### config.mk
export PLATFORM = sky130hd
export DESIGN_NAME = sync_serial_port
export DESIGN_NICKNAME = d
export VERILOG_FILES = /design/src/ssp_pkg.sv /design/src/sync_serial_port.sv
export VERILOG_INCLUDE_DIRS = /design/src
export SDC_FILE = /design/constraint.sdc
export NUM_CORES = 1
export LEC_CHECK = 0
export ABC_AREA = 1
export BUFFER_PORTS_ARGS = -buffer_cell sky130_fd_sc_hd__buf_2
export CORE_MARGIN = 2
export CORE_UTILIZATION = 57
export DETAILED_ROUTE_END_ITERATION = 6
export PLACE_DENSITY_LB_ADDON = 0.3
export SLEW_MARGIN = 20
export SYNTH_ARGS = -nofsm -noshare
export SYNTH_HDL_FRONTEND = slang
export SYNTH_HIERARCHICAL = 1
export SYNTH_SLANG_ARGS = --single-unit
### constraint.sdc
create_clock -name CLK -period 5.52 [get_ports CLK]
set_input_delay 1.104 -clock CLK [delete_from_list [all_inputs] [get_ports CLK]]
set_output_delay 1.104 -clock CLK [all_outputs]
set_load 0.01 [all_outputs]
### src/ssp_consts.svh
`ifndef SSP_CONSTS_SVH
`define SSP_CONSTS_SVH

// Register index within one port (address bits [3:0])
`define REG_MODE        4'h0
`define REG_CLKSEL      4'h1
`define REG_RX_WORD     4'h2
`define REG_RX_BYTE     4'h3
`define REG_PEEK_WORD   4'h4
`define REG_PEEK_BYTE   4'h5
`define REG_TX_WORD     4'h6
`define REG_TX_BYTE     4'h7
`define REG_FIRST_WORD  4'h8
`define REG_FIRST_BYTE  4'h9

// Port select field of the address
`define ADDR_PORT_LSB   4
`define ADDR_PORT_MSB   5
`define ADDR_TOP_LSB    6
`define ADDR_TOP_MSB    7

// Mode register field positions
`define MODE_ENABLE_BIT 7
`define MODE_ACTIVE_BIT 0

// Reset values and writable bits
`define MODE_RESET      8'h00
`define CLKSEL_RESET    8'h00
`define MODE_WR_MASK    8'hfc
`define CLKSEL_WR_MASK  8'h1f

// Clock source codes
`define SRC_TIMER       3'h6
`define SRC_SLAVE       3'h7

// Bits per word
`define BITS_SHORT      5'd8
`define BITS_LONG       5'd16

`endif

### src/ssp_pkg.sv
`default_nettype none

package ssp_pkg;

   typedef struct packed {
      logic enable;
      logic duplex;
      logic len16;
      logic lsb_first;
      logic irq_delay;
      logic continuous;
      logic zero;
      logic active;
   } mode_t;

   typedef struct packed {
      logic [2:0] zero;
      logic       idle_low;
      logic       early_data;
      logic [2:0] src;
   } clksel_t;

   typedef struct packed {
      logic sck_o;
      logic sck_oe_n;
      logic so;
   } link_out_t;

   typedef enum logic [1:0] {
      XFER_IDLE  = 2'b01,
      XFER_SHIFT = 2'b10
   } xfer_state_t;

endpackage

`default_nettype wire

### src/sync_serial_port.sv
// Summary of operation
// - Three independent ports, each with own registers, pins and completion interrupt.
// - Word length is eight or sixteen bits; exactly that many bits shift.
// - Software picks MSB-first or LSB-first for transmit and receive.
// - Eight clock sources: seven internal make master, external pin clock makes slave.
// - Link has data out, data in and a bidirectional serial clock.
// - One interrupt request, raised when a transfer completes.
// - Software selects transmit-and-receive or receive-only operation.
// - Single or continuous transfer mode, selected by software.
// - One sixteen-bit shift register shared by transmit and receive, in and out together.
// - Shift register works from MSB or LSB end per bit order.
// - Transfers start only from a buffer register access, no start bit.
// - Sixteen-bit receive buffer, low byte also readable alone.
// - Read-only receive buffer view returns the same data without side effect.
// - Sixteen-bit transmit buffer with an eight-bit low-byte view.
// - Initial transmit buffer supplies the first word in continuous mode.
// - Clock controller gates shift clock and drives the pin in master mode.
// - Clock counter detects when eight or sixteen bits have been exchanged.
// - Interrupt timing logic places the request relative to the serial clock.
// - Eight-bit mode register plus eight-bit clock select and timing register.
// - Receive-only holds data out low; reading primary receive buffer starts reception.
// - In transmit-and-receive mode writing the transmit buffer starts a transfer.
// - Clock select code 111B means external pin clock and slave mode.
//
// The register offsets and the strobed register port were chosen for this implementation.
`include "ssp_consts.svh"
`default_nettype none

module ssp_channel
   import ssp_pkg::*;
(
   input  wire logic        clk,        // System clock
   input  wire logic        rst_n,      // Synchronised reset, active low
   input  wire logic        wr,         // Write strobe for this port
   input  wire logic        rd,         // Read strobe for this port
   input  wire logic [3:0]  idx,        // Register index
   input  wire logic [15:0] wdata,      // Write data
   output logic      [15:0] rd_val,     // Read value, combinational
   input  wire logic        sck_in,     // Serial clock pin, asynchronous
   input  wire logic        si_in,      // Serial data pin, asynchronous
   input  wire logic        timer_tick, // Half-period pulse for source 110B
   output link_out_t        link,       // Clock and data pin drive
   output logic             irq         // Completion pulse
);

   mode_t       mode_reg;
   clksel_t     clksel_reg;
   xfer_state_t state_reg;
   logic [15:0] tx_word_buffer_reg;
   logic [15:0] first_tx_word_buffer_reg;
   logic [15:0] rx_word_buffer_reg;
   logic [15:0] word_shift_reg;
   logic [4:0]  bit_cnt_reg;
   logic [4:0]  div_cnt_reg;
   logic        pending_reg;
   logic        sck_lvl_reg;
   logic        so_reg;
   logic        irq_reg;
   logic        irq_wait_reg;
   logic        sck_meta_reg;
   logic        sck_sync_reg;
   logic        sck_prev_reg;
   logic        si_meta_reg;
   logic        si_sync_reg;

   logic        port_rst_n;
   logic        master;
   logic        busy;
   logic        tick;
   logic        lead;
   logic        sample;
   logic        last_bit;
   logic        word_done;
   logic        trig;
   logic        start;
   logic        carry_on;
   logic        tx_wr;
   logic        delayed_irq;
   logic [15:0] tx_val;
   logic [15:0] load_val;
   logic [15:0] shifted;
   logic [15:0] reload_val;
   logic [4:0]  nbits;

   // Half-period mask: source k gives fxx/2^(k+1), so 2^k cycles per half
   function automatic logic [4:0] half_mask(input logic [2:0] src);
      logic [4:0] m;
      m = 5'h00;
      case (src)
         3'h1:    m = 5'h01;
         3'h2:    m = 5'h03;
         3'h3:    m = 5'h07;
         3'h4:    m = 5'h0f;
         3'h5:    m = 5'h1f;
         default: m = 5'h00;
      endcase
      return m;
   endfunction

   function automatic logic out_bit(input logic [15:0] v, input logic len16, input logic lsb);
      return lsb ? v[0] : (len16 ? v[15] : v[7]);
   endfunction

   function automatic logic [15:0] shift_in(input logic [15:0] v, input logic b,
                                            input logic len16, input logic lsb);
      logic [15:0] r;
      r = {v[14:0], b};
      if (lsb) begin
         r = len16 ? {b, v[15:1]} : {v[15:8], b, v[7:1]};
      end
      return r;
   endfunction

   // Enable low holds the port logic in reset
   assign port_rst_n  = rst_n & mode_reg.enable;
   assign master      = (clksel_reg.src != `SRC_SLAVE);
   assign busy        = (state_reg == XFER_SHIFT);
   assign nbits       = mode_reg.len16 ? `BITS_LONG : `BITS_SHORT;
   assign last_bit    = (bit_cnt_reg == nbits - 5'd1);
   assign tx_wr       = wr & ((idx == `REG_TX_WORD) | (idx == `REG_TX_BYTE));
   assign tx_val      = (idx == `REG_TX_BYTE) ? {tx_word_buffer_reg[15:8], wdata[7:0]} : wdata;
   assign delayed_irq = mode_reg.irq_delay & master;

   // Only a buffer access triggers a word
   assign trig = mode_reg.duplex ? tx_wr
               : (rd & ((idx == `REG_RX_WORD) | (idx == `REG_RX_BYTE)));
   assign start = trig & ~busy & mode_reg.enable;

   // Internal tick or synchronised pin edges clock the shifter
   assign tick = (clksel_reg.src == `SRC_TIMER) ? timer_tick
               : ((div_cnt_reg & half_mask(clksel_reg.src)) == half_mask(clksel_reg.src));

   always_comb begin
      lead   = 1'b0;
      sample = 1'b0;
      if (busy) begin
         if (master) begin
            lead   = tick & sck_lvl_reg;
            sample = tick & ~sck_lvl_reg;
         end else begin
            lead   = (sck_prev_reg ^ clksel_reg.idle_low) & ~(sck_sync_reg ^ clksel_reg.idle_low);
            sample = ~(sck_prev_reg ^ clksel_reg.idle_low) & (sck_sync_reg ^ clksel_reg.idle_low);
         end
      end
   end

   assign word_done  = sample & last_bit;
   assign carry_on   = mode_reg.continuous & (pending_reg | trig);
   assign shifted    = shift_in(word_shift_reg, si_sync_reg, mode_reg.len16, mode_reg.lsb_first);
   assign reload_val = tx_wr ? tx_val : tx_word_buffer_reg;
   // Continuous transmit opens with the initial buffer
   assign load_val   = ~mode_reg.duplex ? 16'h0000
                     : (mode_reg.continuous ? first_tx_word_buffer_reg : tx_val);

   // Pin synchronisers; first stage feeds only the second
   always_ff @(posedge clk or negedge rst_n) begin
      if (!rst_n) begin
         sck_meta_reg <= 1'b1;
         sck_sync_reg <= 1'b1;
         sck_prev_reg <= 1'b1;
         si_meta_reg  <= 1'b0;
         si_sync_reg  <= 1'b0;
      end else begin
         sck_meta_reg <= sck_in;
         sck_sync_reg <= sck_meta_reg;
         sck_prev_reg <= sck_sync_reg;
         si_meta_reg  <= si_in;
         si_sync_reg  <= si_meta_reg;
      end
   end

   // Mode register; active bit is read-only
   always_ff @(posedge clk or negedge rst_n) begin
      if (!rst_n) begin
         mode_reg <= `MODE_RESET;
      end else if (wr && idx == `REG_MODE) begin
         mode_reg <= wdata[7:0] & `MODE_WR_MASK;
      end
   end

   // Clock select only changes while the port is disabled
   always_ff @(posedge clk or negedge rst_n) begin
      if (!rst_n) begin
         clksel_reg <= `CLKSEL_RESET;
      end else if (wr && idx == `REG_CLKSEL && !mode_reg.enable) begin
         clksel_reg <= wdata[7:0] & `CLKSEL_WR_MASK;
      end
   end

   // Transmit buffers; byte views touch the low byte only
   always_ff @(posedge clk or negedge rst_n) begin
      if (!rst_n) begin
         tx_word_buffer_reg       <= 16'h0000;
         first_tx_word_buffer_reg <= 16'h0000;
      end else if (wr) begin
         if (tx_wr) begin
            tx_word_buffer_reg <= tx_val;
         end
         if (idx == `REG_FIRST_WORD) begin
            first_tx_word_buffer_reg <= wdata;
         end else if (idx == `REG_FIRST_BYTE) begin
            first_tx_word_buffer_reg[7:0] <= wdata[7:0];
         end
      end
   end

   // Free-running divider for the master clock
   always_ff @(posedge clk or negedge port_rst_n) begin
      if (!port_rst_n) begin
         div_cnt_reg <= 5'h00;
      end else begin
         div_cnt_reg <= div_cnt_reg + 5'h01;
      end
   end

   // Transfer sequencing
   always_ff @(posedge clk or negedge port_rst_n) begin
      if (!port_rst_n) begin
         state_reg <= XFER_IDLE;
      end else begin
         case (state_reg)
            XFER_IDLE: begin
               if (start) begin
                  state_reg <= XFER_SHIFT;
               end
            end
            XFER_SHIFT: begin
               if (word_done && !carry_on) begin
                  state_reg <= XFER_IDLE;
               end
            end
            default: state_reg <= XFER_IDLE;
         endcase
      end
   end

   // Continuous mode: one word queued behind the shifter; consume beats set
   always_ff @(posedge clk or negedge port_rst_n) begin
      if (!port_rst_n) begin
         pending_reg <= 1'b0;
      end else if (!mode_reg.continuous) begin
         pending_reg <= 1'b0;
      end else if (start) begin
         pending_reg <= mode_reg.duplex;
      end else if (word_done) begin
         pending_reg <= 1'b0;
      end else if (trig && busy) begin
         pending_reg <= 1'b1;
      end
   end

   always_ff @(posedge clk or negedge port_rst_n) begin
      if (!port_rst_n) begin
         bit_cnt_reg <= 5'd0;
      end else if (start || word_done) begin
         bit_cnt_reg <= 5'd0;
      end else if (sample) begin
         bit_cnt_reg <= bit_cnt_reg + 5'd1;
      end
   end

   // One register shifts out and in together
   always_ff @(posedge clk or negedge port_rst_n) begin
      if (!port_rst_n) begin
         word_shift_reg <= 16'h0000;
      end else if (start) begin
         word_shift_reg <= load_val;
      end else if (word_done) begin
         word_shift_reg <= (carry_on && mode_reg.duplex) ? reload_val : shifted;
      end else if (sample) begin
         word_shift_reg <= shifted;
      end
   end

   // Received word; eight-bit words clear the upper byte
   always_ff @(posedge clk or negedge port_rst_n) begin
      if (!port_rst_n) begin
         rx_word_buffer_reg <= 16'h0000;
      end else if (word_done) begin
         rx_word_buffer_reg <= mode_reg.len16 ? shifted : {8'h00, shifted[7:0]};
      end
   end

   // Data out: late mode changes on the leading edge, early mode after sampling
   always_ff @(posedge clk or negedge port_rst_n) begin
      if (!port_rst_n) begin
         so_reg <= 1'b0;
      end else if (!mode_reg.duplex) begin
         so_reg <= 1'b0;
      end else if (clksel_reg.early_data) begin
         if (start) begin
            so_reg <= out_bit(load_val, mode_reg.len16, mode_reg.lsb_first);
         end else if (word_done && carry_on) begin
            so_reg <= out_bit(reload_val, mode_reg.len16, mode_reg.lsb_first);
         end else if (sample && !last_bit) begin
            so_reg <= out_bit(shifted, mode_reg.len16, mode_reg.lsb_first);
         end
      end else if (lead) begin
         so_reg <= out_bit(word_shift_reg, mode_reg.len16, mode_reg.lsb_first);
      end
   end

   // Master clock level, idles at its inactive level between words
   always_ff @(posedge clk or negedge port_rst_n) begin
      if (!port_rst_n) begin
         sck_lvl_reg <= 1'b1;
      end else if (!busy || !master) begin
         sck_lvl_reg <= 1'b1;
      end else if (tick) begin
         sck_lvl_reg <= ~sck_lvl_reg;
      end
   end

   // Completion pulse, half a serial clock later in delay mode with an internal clock
   always_ff @(posedge clk or negedge port_rst_n) begin
      if (!port_rst_n) begin
         irq_reg      <= 1'b0;
         irq_wait_reg <= 1'b0;
      end else begin
         irq_reg <= (word_done & ~delayed_irq) | (irq_wait_reg & tick);
         if (word_done && delayed_irq) begin
            irq_wait_reg <= 1'b1;
         end else if (tick) begin
            irq_wait_reg <= 1'b0;
         end
      end
   end

   // Read mux; peek views have no side effect
   always_comb begin
      rd_val = 16'h0000;
      case (idx)
         `REG_MODE:       rd_val = {8'h00, mode_reg[7:1], busy};
         `REG_CLKSEL:     rd_val = {8'h00, clksel_reg};
         `REG_RX_WORD:    rd_val = rx_word_buffer_reg;
         `REG_RX_BYTE:    rd_val = {8'h00, rx_word_buffer_reg[7:0]};
         `REG_PEEK_WORD:  rd_val = rx_word_buffer_reg;
         `REG_PEEK_BYTE:  rd_val = {8'h00, rx_word_buffer_reg[7:0]};
         `REG_TX_WORD:    rd_val = tx_word_buffer_reg;
         `REG_TX_BYTE:    rd_val = {8'h00, tx_word_buffer_reg[7:0]};
         `REG_FIRST_WORD: rd_val = first_tx_word_buffer_reg;
         `REG_FIRST_BYTE: rd_val = {8'h00, first_tx_word_buffer_reg[7:0]};
         default:         rd_val = 16'h0000;
      endcase
   end

   // Clock pin is driven only in master mode
   assign link.sck_o    = sck_lvl_reg ^ clksel_reg.idle_low;
   assign link.sck_oe_n = ~(mode_reg.enable & master);
   assign link.so       = so_reg;
   assign irq           = irq_reg;

endmodule

module sync_serial_port
   import ssp_pkg::*;
#(
   parameter int PORTS = 3
)(
   input  wire logic             CLK,        // 40 MHz system clock
   input  wire logic             RESETN,     // Asynchronous reset, active low
   input  wire logic [7:0]       ADDR,       // Register address
   input  wire logic [15:0]      WDATA,      // Write data
   input  wire logic             WR,         // Write strobe
   input  wire logic             RD,         // Read strobe
   output logic      [15:0]      RDATA,      // Read data, cycle after RD
   input  wire logic [PORTS-1:0] SCK_IN,     // Serial clock pin input
   output logic      [PORTS-1:0] SCK_OUT,    // Serial clock pin output
   output logic      [PORTS-1:0] SCK_OE_N,   // Serial clock drive enable, low drives
   input  wire logic [PORTS-1:0] SI,         // Serial data input pins
   output logic      [PORTS-1:0] SO,         // Serial data output pins
   input  wire logic [PORTS-1:0] TIMER_TICK, // Timer clock half-period pulses
   output logic      [PORTS-1:0] IRQ         // Completion pulses
);

   logic             rst_meta_reg;
   logic             rst_n_reg;
   logic [15:0]      rd_val [PORTS];
   logic [PORTS-1:0] sel;
   link_out_t        link [PORTS];

   always_ff @(posedge CLK or negedge RESETN) begin
      if (!RESETN) begin
         rst_meta_reg <= 1'b0;
         rst_n_reg    <= 1'b0;
      end else begin
         rst_meta_reg <= 1'b1;
         rst_n_reg    <= rst_meta_reg;
      end
   end

   for (genvar i = 0; i < PORTS; i++) begin : g_port
      assign sel[i] = (ADDR[`ADDR_TOP_MSB:`ADDR_TOP_LSB] == 2'b00)
                    && (ADDR[`ADDR_PORT_MSB:`ADDR_PORT_LSB] == 2'(i));
      ssp_channel u_ch (
         .clk        (CLK),
         .rst_n      (rst_n_reg),
         .wr         (WR & sel[i]),
         .rd         (RD & sel[i]),
         .idx        (ADDR[3:0]),
         .wdata      (WDATA),
         .rd_val     (rd_val[i]),
         .sck_in     (SCK_IN[i]),
         .si_in      (SI[i]),
         .timer_tick (TIMER_TICK[i]),
         .link       (link[i]),
         .irq        (IRQ[i])
      );
      assign SCK_OUT[i]  = link[i].sck_o;
      assign SCK_OE_N[i] = link[i].sck_oe_n;
      assign SO[i]       = link[i].so;
   end

   // Unmapped addresses read as zero
   always_ff @(posedge CLK or negedge rst_n_reg) begin
      if (!rst_n_reg) begin
         RDATA <= 16'h0000;
      end else begin
         RDATA <= 16'h0000;
         for (int j = 0; j < PORTS; j++) begin
            if (RD && sel[j]) begin
               RDATA <= rd_val[j];
            end
         end
      end
   end

endmodule

`default_nettype wire

==> run_results.csv <==
group,metric,value,unit
synthesis,synth-seq-area-share,0.436,
power_and_ir_drop,p_leak,9.56,nW
power_and_ir_drop,powerDensity,295,nW/um^2
synthesis,synth.avg_cell_area,7.60,sq um
layout,nets,2379,
timing,whs,292,ps
critical_path,reg2reg_slack,2400,ps
timing,setup_tns,0,ps
synthesis,synth_common_cells,"nand2_1 (700), dfrtp_1 (294), o21ai_0 (276), inv_1 (231), nand3_1 (135)",
route,drt_iter0_drc,2146,
place,dp_hpwl,37.7,mm
synthesis,synth_cell_types,57,
synthesis,synth_cells,2338,
route,via_per_inst,6.08,
route,drc,0,
floorplan,coreArea,30700,sq um
critical_path,slowest_stage,"nor2_2",
grt,grt_pass1_wl,84.1,mm
synthesis,synth_nets,2384,
critical_path,crit_chain,"buf_2 -> inv_1 -> nor2_4 -> nand2_1 -> nor2_1 -> inv_1 -> nor2_8 -> nand2_2 -> nand3_1 -> nand2_2 -> nor2_2 -> nand2_1 -> o21ai_1 -> nand2_1 -> o21ai_0 -> nand2_1 -> a22oi_1",
clock_tree,htree_levels,2,
critical_path,critical_path_class,"in2reg",
floorplan,io_pins,65,
route,dr.pass1.iters,6,
timing,worst_slack,1610,ps
timing,setup_violations,0,
critical_path,r2r-end,"g_port[2].u_ch/word_shift_reg[0]",
critical_path,cp.required,5950,ps
floorplan,dieArea,32600,sq um
synthesis,ys_seq_elements,309,
route,num_vias,16700,
floorplan,rows,64,
critical_path,worstRegToRegCells,9,
clock_tree,root_buffer,"clkbuf_16",
timing,fin_skew,17.2,ps
synthesis,async_reset_ff_frac,1.00,
critical_path,path_max_fanout,20,
route,wirelength,52.8,mm
grt,grt_pass1_vias,15300,
synthesis,synth_ff_type,"dfrtp_1",
critical_path,r2r_start,"g_port[2].u_ch/mode_reg[5]",
outcome,status,"finished clean",
route,antenna_left,0,
synthesis,yosys_warnings,6,
clock_tree,cts.sinks,309,
timing,slew_headroom,0.372,
critical_path,crit_path_end_kind,"flop",
worst_hold_path,hp-class,"reg2async",
clock_tree,clk_pin_slew,60,ps
clock_tree,hold_buffers,0,
timing,grt_setup_unrepaired,"no",
place,dp_slack,1200,ps
clock_tree,cts_inserted_buffers,36,
critical_path,cp_data_arrival_time,4340,ps
synthesis,netlist.area_leader.share,0.414,
clock_tree,cts_resized,0,
grt,grt-ovfl-total,0,
synthesis,yosys.area.top_type,"dfrtp_1",
timing,fin_crit_sh,0.708,
grt,antenna_found_initial,1,
floorplan,start_util,0.579,
floorplan,die_h,181,um
clock_tree,tritoncts,"yes",
layout,drive_above_1_share,0.106,
timing,tightest_slew,943,ps
timing,maxSlewViolCount,0,
layout,syn_to_final_growth,7.78,%
synthesis,synth_area,17800,sq um
timing,max_freq,256,MHz
job,drv_cap,0,
timing,period_minus_slack,3910,ps
synthesis,synth.most_common_cell,"nand2_1",
place,place.gp.congestion,0.953,
clock_tree,cts_buffer_depth,3,
synthesis,synth_edf_count,0,
critical_path,cp_common_cell,"nand2_1",
timing,hold_viol_final,0,
critical_path,critPathMaxStageDelay,710,ps
clock_tree,cts_setup_buffers,0,
critical_path,cp-start-kind,"input port",
place,numPortBuffers,64,
synthesis,synth_area_leaders,"dfrtp_1 (41%), nand2_1 (15%), o21ai_0 (7.8%)",
grt,grt_use_total,0.321,
floorplan,die_x,181,um
power_and_ir_drop,ir_worst_vdd,229,uV
route,route.detailed.wl_per_inst,19.2,um
clock_tree,clk_latency,520,ps
grt,grt_max_degree,50,
## cell type report
class / count / area, sq um
Clock buffer: 56 / 1130
Tap cell: 396 / 495
Antenna cell: 1 / 2.50
Timing Repair Buffer: 72 / 380
Sequential cell: 309 / 7750
Multi-Input combinational cell: 1657 / 8330
Inverter: 257 / 981
Fill cell: 2732 / 11500
Clock inverter: 5 / 75.1
## cells in the final DEF (no fill, tap or decap), types with 4 or more instances in the layout
master and n:
a22oi_1 34, o221ai_1 15, nand3_2 4, o211ai_1 28, nor2_2 13, a22oi_2 10, inv_2 17, nand4_1 70
buf_4 8, clkinv_2 6, nand2_1 700, o21a_1 6, o21bai_1 5, nor3_1 9, clkbuf_16 37, ha_1 9
mux2_2 14, xor2_1 19, o21ai_1 48, clkinv_1 5, a221oi_1 6, clkbuf_8 13, o22ai_1 6, nor2_1 67
nor2_4 6, a21oi_1 118, nand3_1 135, clkbuf_1 6, o21ai_0 276, dfrtp_1 293, inv_1 228, buf_2 64
nand2_2 14, xnor2_1 6, nand2_4 7, dfstp_2 15
## logic make-up (layout without fill, tap and decap cells)
group / Yosys count / in the layout / share of synthesized area
xor+xnor: 25 / 25 / 0.0123
buf+inv: 372 / 390 / 0.0951
compound gates: 570 / 570 / 0.184
flops: 309 / 309 / 0.436
other cells: 1 / 2 / 0.000211
fa+ha+maj: 9 / 9 / 0.00634
simple gates: 1038 / 1038 / 0.257
mux: 14 / 14 / 0.00887
## through the flow
stage               total power [mW]  cell area [sq um]  std cells   util
finish                          5.64              19100       2753  0.624
global route                    5.87              19100       2752  0.624
CTS                             5.65              19100       2752  0.624
detailed placement              3.23              17900       2691  0.585
global placement                3.22              17900       2691  0.585
floorplan                       3.03              17800       2338      -
## worst max-delay path, delay by kind of cell
| family | cells | cell delay (ps) |
|---|---|---|
| AO/OA/AOI/OAI | 3 | 350 |
| buffers and inverters | 3 | 460 |
| AND/OR/NAND/NOR | 11 | 2410 |
## routing by layer
| layer | vias to the layer above | track usage | part of all wire |
|---|---|---|---|
| li1 | 7757 | - | - |
| met4 | 0 | 0.116 | 0.036 |
| met3 | 137 | 0.0546 | 0.095 |
| met2 | 870 | 0.489 | 0.45 |
| met1 | 7973 | 0.463 | 0.42 |
| met5 | - | 0 | 0 |
## power by group
part	switching, mW	total (mW)	internal, mW
Clock	0.933	2.42	1.49
Sequential	0.122	2.52	2.40
Combinational	0.482	0.700	0.218
## how the worst max path moves through the flow
| stage | startpoint | to | slack [ps] | cells past startpoint |
|---|---|---|---|---|
| after detailed placement | ADDR[5] | g_port[2].u_ch/word_shift_reg[13] | 1200 | 17 |
| after floorplan | rst_n_reg | g_port[0].u_ch/bit_cnt_reg[0] | 260 | 2 |
| after global routing | ADDR[5] | g_port[2].u_ch/word_shift_reg[2] | 1400 | 17 |
| final | ADDR[5] | g_port[2].u_ch/word_shift_reg[13] | 1610 | 17 |
| after CTS | ADDR[5] | g_port[2].u_ch/word_shift_reg[2] | 1730 | 17 |
| after global placement | ADDR[5] | g_port[2].u_ch/word_shift_reg[3] | 1230 | 17 |
Note: power is estimated with default switching activity, not from simulation.
